## src/common/cskd_pkg.sv

```systemverilog
// constants, types and carriers for the count-and-skip decode block
// assumes one core clock with four phase ticks per instruction cycle
package cskd_pkg;

  ////////////////////////////////////////////////////////////////////////
  // instruction word layout
  localparam int unsigned IW_W       = 16;
  localparam int unsigned OPC_MSB    = 15;
  localparam int unsigned OPC_LSB    = 10;
  localparam int unsigned DEST_BIT   = 9;
  localparam int unsigned BANK_BIT   = 8;
  localparam int unsigned FOP_MSB    = 7;
  localparam int unsigned FOP_LSB    = 0;

  localparam logic [5:0] OPC_DEC_SZ  = 6'h0B;
  localparam logic [5:0] OPC_INC_SZ  = 6'h0F;
  localparam logic [5:0] OPC_DEC_SNZ = 6'h13;
  localparam logic [5:0] OPC_INC_SNZ = 6'h12;

  ////////////////////////////////////////////////////////////////////////
  // addressing
  localparam int unsigned ADDR_W       = 12;
  localparam int unsigned BANK_W       = 4;
  localparam logic [7:0]  IDX_LIMIT    = 8'h5F;
  localparam logic [7:0]  ACC_SPLIT    = 8'h60;
  localparam logic [3:0]  ACC_LO_BANK  = 4'h0;
  localparam logic [3:0]  ACC_HI_BANK  = 4'hF;
  localparam logic        DEST_ACC     = 1'b0;
  localparam logic        BANK_ACCESS  = 1'b0;
  localparam logic [7:0]  ONE          = 8'h01;
  localparam logic [7:0]  ZERO         = 8'h00;

  ////////////////////////////////////////////////////////////////////////
  // phases, slots, operations
  typedef enum logic [1:0]
  {
    CSKD_Q1 = 2'b00,
    CSKD_Q2 = 2'b01,
    CSKD_Q3 = 2'b11,
    CSKD_Q4 = 2'b10
  } cskd_phase_t;

  typedef enum logic [1:0]
  {
    CSKD_EXEC  = 2'b00,
    CSKD_IDLE1 = 2'b01,
    CSKD_IDLE2 = 2'b11
  } cskd_slot_t;

  typedef enum logic [2:0]
  {
    CSKD_OP_NONE    = 3'h0,
    CSKD_OP_DEC_SZ  = 3'h1,
    CSKD_OP_INC_SZ  = 3'h2,
    CSKD_OP_DEC_SNZ = 3'h3,
    CSKD_OP_INC_SNZ = 3'h4
  } cskd_op_t;

  ////////////////////////////////////////////////////////////////////////
  // carriers
  typedef struct packed
  {
    logic [IW_W-1:0] word;
    logic            two_word;
  } cskd_fetch_t;

  typedef struct packed
  {
    logic              rd;
    logic              wr;
    logic [ADDR_W-1:0] addr;
    logic [7:0]        wdata;
  } cskd_file_t;

endpackage

```

## src/logic/cskd_core.sv

```systemverilog
// decode and execute of the four count-and-skip file instructions
// assumes fetch word and file read data come from logic on i_ref_clk;
// file read data is valid in the same phase in which o_file.rd is high
`timescale 1ns/10ps

// What this block does
// - decrement file, skip next if zero
// - increment file, skip next if zero
// - decrement file, skip next if nonzero
// - increment file, skip next if nonzero
// - dest bit picks accumulator or file
// - skip discards prefetch, runs idle slot
// - one word; cycles 1, 2, or 3
// - extended mode, offset up to 95 indexed
// - decode, read, compute, write per phase
// - bank bit picks access or pointer bank
module cskd_core
  import cskd_pkg::*;
#(
  parameter logic [7:0] ACCESS_SPLIT = ACC_SPLIT
)
(
  // clock and reset
  input  wire logic              i_ref_clk,
  input  wire logic              i_rst_n,
  // fetch path
  input  wire cskd_fetch_t       i_fetch,
  // addressing context
  input  wire logic              i_ext_en,
  input  wire logic [BANK_W-1:0] i_bank_ptr,
  input  wire logic [ADDR_W-1:0] i_index_base,
  // file registers
  input  wire logic [7:0]        i_file_rdata,
  output cskd_file_t             o_file,
  // accumulator and status
  output logic                   o_acc_wr,
  output logic [7:0]             o_acc_wdata,
  output logic                   o_flags_wr,
  // sequencing
  output cskd_phase_t            o_phase,
  output logic                   o_claimed,
  output logic                   o_discard,
  output logic                   o_idle
);

  // refused at elaboration: a split past the window leaves a gap
  if (ACCESS_SPLIT > IDX_LIMIT + ONE)
  begin
    $error("ACCESS_SPLIT above indexed window end");
  end

  ////////////////////////////////////////////////////////////////////////
  // helpers
  function automatic cskd_op_t decode_op(input logic [5:0] opc);
    cskd_op_t r;
    r = CSKD_OP_NONE;
    case (opc)
      OPC_DEC_SZ:  r = CSKD_OP_DEC_SZ;
      OPC_INC_SZ:  r = CSKD_OP_INC_SZ;
      OPC_DEC_SNZ: r = CSKD_OP_DEC_SNZ;
      OPC_INC_SNZ: r = CSKD_OP_INC_SNZ;
      default:     r = CSKD_OP_NONE;
    endcase
    return r;
  endfunction

  function automatic logic [ADDR_W-1:0] eff_addr(
    input logic              bank_sel,
    input logic [7:0]        fop,
    input logic              ext,
    input logic [BANK_W-1:0] bptr,
    input logic [ADDR_W-1:0] base
  );
    logic [ADDR_W-1:0] r;
    r = {bptr, fop};
    if (bank_sel == BANK_ACCESS)
    begin
      if (ext && fop <= IDX_LIMIT)
        r = base + {{(ADDR_W-8){1'b0}}, fop};
      else if (fop < ACCESS_SPLIT)
        r = {ACC_LO_BANK, fop};
      else
        r = {ACC_HI_BANK, fop};
    end
    return r;
  endfunction

  ////////////////////////////////////////////////////////////////////////
  // state
  cskd_phase_t       phase_reg,  phase_next;
  cskd_slot_t        slot_reg,   slot_next;
  cskd_op_t          op_reg,     op_next;
  logic              dest_reg,   dest_next;
  logic [ADDR_W-1:0] addr_reg,   addr_next;
  logic [7:0]        res_reg,    res_next;
  logic              skip_reg,   skip_next;
  cskd_file_t        file_reg,   file_next;
  logic              accw_reg,   accw_next;
  logic [7:0]        accd_reg,   accd_next;
  logic              disc_reg,   disc_next;
  logic              idle_reg,   idle_next;
  logic              claim_reg,  claim_next;

  logic              is_dec;
  logic              skip_on_zero;
  logic [7:0]        sum;

  always_comb
  begin
    is_dec       = (op_reg == CSKD_OP_DEC_SZ) || (op_reg == CSKD_OP_DEC_SNZ);
    skip_on_zero = (op_reg == CSKD_OP_DEC_SZ) || (op_reg == CSKD_OP_INC_SZ);
    sum          = is_dec ? i_file_rdata - ONE : i_file_rdata + ONE;

    phase_next = phase_reg;
    slot_next  = slot_reg;
    op_next    = op_reg;
    dest_next  = dest_reg;
    addr_next  = addr_reg;
    res_next   = res_reg;
    skip_next  = skip_reg;
    file_next  = file_reg;
    accw_next  = 1'b0;
    accd_next  = accd_reg;
    disc_next  = 1'b0;
    idle_next  = idle_reg;
    claim_next = claim_reg;
    file_next.rd = 1'b0;
    file_next.wr = 1'b0;

    case (phase_reg)
      CSKD_Q1:
      begin
        phase_next = CSKD_Q2;
        // file read request goes out for Q2
        if (slot_reg == CSKD_EXEC)
        begin
          op_next    = decode_op(i_fetch.word[OPC_MSB:OPC_LSB]);
          dest_next  = i_fetch.word[DEST_BIT];
          addr_next  = eff_addr(i_fetch.word[BANK_BIT],
                                i_fetch.word[FOP_MSB:FOP_LSB],
                                i_ext_en, i_bank_ptr, i_index_base);
          claim_next = decode_op(i_fetch.word[OPC_MSB:OPC_LSB])
                       != CSKD_OP_NONE;
          idle_next  = 1'b0;
          file_next.rd   = claim_next;
          file_next.addr = addr_next;
        end
        else
        begin
          // whole slot does nothing; prefetch is thrown away
          op_next    = CSKD_OP_NONE;
          claim_next = 1'b1;
          idle_next  = 1'b1;
          disc_next  = (slot_reg == CSKD_IDLE1);
        end
      end
      CSKD_Q2:
      begin
        phase_next = CSKD_Q3;
        if (op_reg != CSKD_OP_NONE)
        begin
          res_next  = sum;
          skip_next = skip_on_zero ? (sum == ZERO)
                                   : (sum != ZERO);
        end
        else
          skip_next = 1'b0;
      end
      CSKD_Q3:
      begin
        phase_next = CSKD_Q4;
        if (op_reg != CSKD_OP_NONE)
        begin
          if (dest_reg == DEST_ACC)
          begin
            accw_next = 1'b1;
            accd_next = res_reg;
          end
          else
          begin
            file_next.wr    = 1'b1;
            file_next.addr  = addr_reg;
            file_next.wdata = res_reg;
          end
        end
      end
      CSKD_Q4:
      begin
        phase_next = CSKD_Q1;
        // next cycle: one idle, second idle decided from the
        // discarded word's length at Q4 of the first idle cycle
        case (slot_reg)
          CSKD_EXEC:  slot_next = skip_reg ? CSKD_IDLE1 : CSKD_EXEC;
          CSKD_IDLE1: slot_next = i_fetch.two_word ? CSKD_IDLE2
                                                   : CSKD_EXEC;
          CSKD_IDLE2: slot_next = CSKD_EXEC;
          default:    slot_next = CSKD_EXEC;
        endcase
        if (slot_reg != CSKD_EXEC)
          skip_next = 1'b0;
      end
      default:
        phase_next = CSKD_Q1;
    endcase
  end

  // length of the discarded word must be known at Q4 of the first idle
  // cycle; fetch path holds i_fetch over the whole instruction cycle

  always_ff @(posedge i_ref_clk)
  begin
    if (!i_rst_n)
    begin
      phase_reg <= CSKD_Q1;
      slot_reg  <= CSKD_EXEC;
      op_reg    <= CSKD_OP_NONE;
      dest_reg  <= 1'b0;
      addr_reg  <= '0;
      res_reg   <= ZERO;
      skip_reg  <= 1'b0;
      file_reg  <= '0;
      accw_reg  <= 1'b0;
      accd_reg  <= ZERO;
      disc_reg  <= 1'b0;
      idle_reg  <= 1'b0;
      claim_reg <= 1'b0;
    end
    else
    begin
      phase_reg <= phase_next;
      slot_reg  <= slot_next;
      op_reg    <= op_next;
      dest_reg  <= dest_next;
      addr_reg  <= addr_next;
      res_reg   <= res_next;
      skip_reg  <= skip_next;
      file_reg  <= file_next;
      accw_reg  <= accw_next;
      accd_reg  <= accd_next;
      disc_reg  <= disc_next;
      idle_reg  <= idle_next;
      claim_reg <= claim_next;
    end
  end

  ////////////////////////////////////////////////////////////////////////
  // outputs
  assign o_file      = file_reg;
  assign o_acc_wr    = accw_reg;
  assign o_acc_wdata = accd_reg;
  assign o_flags_wr  = 1'b0 & claim_reg;
  assign o_phase     = phase_reg;
  assign o_claimed   = claim_reg;
  assign o_discard   = disc_reg;
  assign o_idle      = idle_reg;

endmodule
```

## config.mk

```make
export PLATFORM = sky130hd
export DESIGN_NAME = cskd_core
export DESIGN_NICKNAME = d
export VERILOG_FILES = /design/src/common/cskd_pkg.sv /design/src/logic/cskd_core.sv
export SDC_FILE = /design/constraint.sdc
export NUM_CORES = 1
export LEC_CHECK = 0
export ABC_AREA = 1
export CORE_UTILIZATION = 61
export DETAILED_ROUTE_END_ITERATION = 10
export DONT_BUFFER_PORTS = 1
export MAX_ROUTING_LAYER = met4
export PLACE_DENSITY = 0.86
export SLEW_MARGIN = 20
export SYNTH_ARGS = -nofsm -noshare
export SYNTH_HDL_FRONTEND = slang
export SYNTH_SLANG_ARGS = --single-unit
```

## constraint.sdc

```tcl
create_clock -name i_ref_clk -period 3.84 [get_ports i_ref_clk]
set_input_delay 0.768 -clock i_ref_clk [delete_from_list [all_inputs] [get_ports i_ref_clk]]
set_output_delay 0.768 -clock i_ref_clk [all_outputs]
set_load 0.05 [all_outputs]
```

==> summary.md <==
| Metric | Value |
|---|---|
| Final Cycle Share | approximately two thirds |
| Leakage power total | ~1.9 nW |
| Setup repair after global routing missed its margin | no |
| Area post-placement | 3563 µm² |
| Routability Congestion | 0.9224 |
| Final hold slack | 0.4781 ns |
| Root Buffer Master | sky130_fd_sc_hd__clkbuf_8 |
| First DRT Iteration DRCs | 249 |
| First-pass GRT wire length | 13610 µm |
| Global-route congestion overflow total | 0 |
| Number of max-slew violations in the final report | 0 |
| Fraction of final layout cells with drive strength greater than 1 | 6.679% |
| CTS H-tree depth | 3 |
| Setup bufs post-CTS | 0 |
| Total iterations of the first detailed-routing run | 5 |
| Antenna-violating nets left | 0 |
| Startpoint type of the worst setup path | register |
| Number of fillers in the final layout | 503 |
| Y dimension of the die | 78.53 µm |
| Time the final worst path needs with I/O delays and setup | 2.565 ns |
| Number of register bits inferred by synthesis | 63 |
| Endpoints failing setup | 0 |
| HPWL after detailed placement | 6142 µm |
| Hold Crit Class | register to register |
| Run status | finished, final reports clean |
| All-layer global routing usage | 28.64% |
| Worst slew slack as a fraction of its limit | approximately 43% |
| Worst IR Drop VDD | 386.0 µV |
| Required arrival time at the worst endpoint | just over 4 ns |
| Inserted Diodes | 0 |
| Overall Power | 1.621 mW |
| Number of CTS-inserted buffers | 9 |
| Cts hold-fix bufs | 0 |
| CTS tree | built |
| Most common cell after layout, fill and taps aside | sky130_fd_sc_hd__nand2_1 |
| Core box area | about 5600 µm² |
| Clock-pin slew of the registers on the worst-case setup and hold paths | ~0.07 ns |
| Routed vias | about 3400 |
| Syn-to-layout area delta | 5.709% |
| Setup TNS Final | 0 ns |
| Count of unique library cells instantiated by Yosys | 38 |
| Power per cell area | 429.3 nW/µm² |
| Vias in the first global route | 3092 |
| Area of all placed cells without fillers | 3776 µm² |
| Max clock buf depth | 2 |
| Largest fanout of any net on the critical path | 21 |
| Synthesized area | roughly 3600 µm² |
| Mean instance size in the synthesized netlist | a little under 7 µm² |
| Initial standard-cell utilization of the core | 64.09% |
| Sequential cell area fraction in the yosys report | a little over a third |
| Warnings from Yosys | 0 |
| Critical path data arrival time | 2.80 ns |
| Net count of the mapped netlist | about 600 |
| Die outline area | 6166 µm² |
| DRC | 0 |
| Top-Level Pins | around 80 |
| CTS resizes | 0 |
| Total wire length | 8175 µm |
| Number of antenna violations at the first check in global routing | 0 |
| Routed vias/inst | between 5 and 6 |
| Maximum number of pins on one net before global-route repair | 49 |
| Insertion delay of the later-clocked pin in the worst-skew pair | 0.34 ns |
| Overall die width | between 70 and 80 µm |
| Number of nets in the finished design | 581 |
| Leading cell types in the layout, fill and taps excluded | sky130_fd_sc_hd__nand2_1 (123), sky130_fd_sc_hd__dfxtp_1 (63), sky130_fd_sc_hd__inv_1 (59), sky130_fd_sc_hd__nand3_1 (59), sky130_fd_sc_hd__nor2_1 (49) |
| Final Hold Vio Count | 0 |
| Max-cap violations | 0 |
| Gate Count Post-Synth | 526 |
| Num Clock Sinks | 63 |
| Type of the setup path with the least slack | register to register |
| Element type at the critical path end | register |
| Total of buffers placed on input and output ports | 0 |
| Achievable Freq | a little under 0.4 GHz |
| Cell row count | 27 |
| Flip-flop count of the largest register, all copies and words added | 22 |
| Hold depth | 2 |
| Logic depth of the worst register-to-register path | 7 |
| Final clock skew | between 0.008 and 0.009 ns |
| Drt wl/cell | 13.72 µm |
| Transition time of the tightest slew-check pin | 0.8568 ns |
-- cell type report --
cell class	count	area [µm²]	area share, %
multi-input combinational	381	1968	52.12
clock buffer	12	145.1	3.844
sequential	63	1261	33.40
clock inverter	3	67.56	1.789
inverter	65	244.0	6.461
tap	72	90.09	2.386
-- worst max-delay path, stage by stage (launching register included) --
cell                      delay [ns]
sky130_fd_sc_hd__dfxtp_1        0.78
sky130_fd_sc_hd__nand2_4        0.28
sky130_fd_sc_hd__nor2_4         0.34
sky130_fd_sc_hd__inv_2          0.06
sky130_fd_sc_hd__nor2_2         0.57
sky130_fd_sc_hd__inv_2          0.20
sky130_fd_sc_hd__nor2_1         0.16
sky130_fd_sc_hd__nor2_1         0.06
-- kinds of logic (layout without fill, tap and decap cells) --
family	after synthesis	in the layout	synth area share [%]
flip-flops	63	63	35.31
XOR/XNOR	5	5	1.226
other	1	1	0.1050
buffers and inverters	82	80	9.597
adder cells (fa/ha/maj)	17	17	6.375
AO/OA/AOI/OAI	97	97	14.96
AND/OR/NAND/NOR	261	261	32.43
-- report_power, final --
| group | leakage [nW] | internal [mW] | total (mW) | switching [mW] |
|---|---|---|---|---|
| combinational | 1.24 | 0.0779 | 0.215 | 0.137 |
| sequential | 0.514 | 0.689 | 0.781 | 0.0920 |
| clock | 0.103 | 0.380 | 0.625 | 0.244 |
-- Yosys cell counts --
| cell | instances | share of area [%] |
|---|---|---|
| sky130_fd_sc_hd__buf_4 | 2 | 0.42 |
| sky130_fd_sc_hd__or2_2 | 5 | 0.88 |
| sky130_fd_sc_hd__conb_1 | 1 | 0.10 |
| sky130_fd_sc_hd__nand2_1 | 123 | 13 |
| sky130_fd_sc_hd__nor4_1 | 1 | 0.18 |
| sky130_fd_sc_hd__a31o_2 | 1 | 0.25 |
| sky130_fd_sc_hd__nor2_2 | 4 | 0.70 |
| sky130_fd_sc_hd__o211ai_1 | 5 | 1.1 |
| sky130_fd_sc_hd__a21o_1 | 1 | 0.21 |
| sky130_fd_sc_hd__xnor2_1 | 4 | 0.98 |
| sky130_fd_sc_hd__o21bai_1 | 2 | 0.42 |
| sky130_fd_sc_hd__or2_0 | 1 | 0.18 |
| sky130_fd_sc_hd__a31oi_1 | 3 | 0.53 |
| sky130_fd_sc_hd__o21ai_0 | 25 | 3.5 |
| sky130_fd_sc_hd__nor2_4 | 2 | 0.63 |
| sky130_fd_sc_hd__inv_1 | 59 | 6.2 |
| sky130_fd_sc_hd__nor3_1 | 1 | 0.14 |
| sky130_fd_sc_hd__nand2_2 | 1 | 0.18 |
| sky130_fd_sc_hd__a21oi_1 | 47 | 6.6 |
| sky130_fd_sc_hd__o22ai_4 | 1 | 0.56 |
| sky130_fd_sc_hd__nand3b_1 | 5 | 1.1 |
| sky130_fd_sc_hd__o221ai_1 | 1 | 0.25 |
| sky130_fd_sc_hd__nand4_1 | 8 | 1.4 |
| sky130_fd_sc_hd__xor2_1 | 1 | 0.25 |
| sky130_fd_sc_hd__fa_1 | 2 | 1.1 |
| sky130_fd_sc_hd__buf_6 | 3 | 0.95 |
| sky130_fd_sc_hd__clkbuf_1 | 7 | 0.74 |
| sky130_fd_sc_hd__nor3_4 | 1 | 0.46 |
| sky130_fd_sc_hd__o21a_1 | 1 | 0.21 |
| sky130_fd_sc_hd__dfxtp_1 | 63 | 35 |
| sky130_fd_sc_hd__ha_1 | 15 | 5.3 |
| sky130_fd_sc_hd__nor2_1 | 49 | 5.1 |
| sky130_fd_sc_hd__nand3_1 | 59 | 8.3 |
| sky130_fd_sc_hd__buf_2 | 4 | 0.56 |
| sky130_fd_sc_hd__nand2_4 | 1 | 0.32 |
| sky130_fd_sc_hd__o21ai_1 | 10 | 1.4 |
| sky130_fd_sc_hd__inv_2 | 6 | 0.63 |
| sky130_fd_sc_hd__buf_1 | 1 | 0.10 |
-- routing by layer --
layer | part of all wire [%] | global-route usage (%) | vias up
met3 | 9.1 | 10.81 | 12
li1 | - | - | 1711
met1 | 43 | 34.34 | 1567
met4 | 1.2 | 7.037 | 0
met2 | 46 | 45.22 | 135
met5 | 0 | - | -
-- stage by stage --
step | worst slack (ns) | std cells | util, %
floorplan | 1.689 | 526 | -
global placement | 1.409 | 581 | 63.93
detailed placement | 1.330 | 581 | 63.93
CTS | 1.297 | 596 | 67.74
global route | 1.082 | 596 | 67.74
finish | 1.275 | 596 | 67.74
-- path summary, 6_finish.rpt --
path | start | to | slack [ns]
setup / recovery | o_phase[0] | o_file[4] | 1.28
hold / removal | addr_reg[9] | addr_reg[9] | 0.48
setup reg to reg | o_phase[0] | o_file[4] | 1.28
hold reg to reg | addr_reg[9] | addr_reg[9] | 0.48
(Power assumes the default switching activity.)
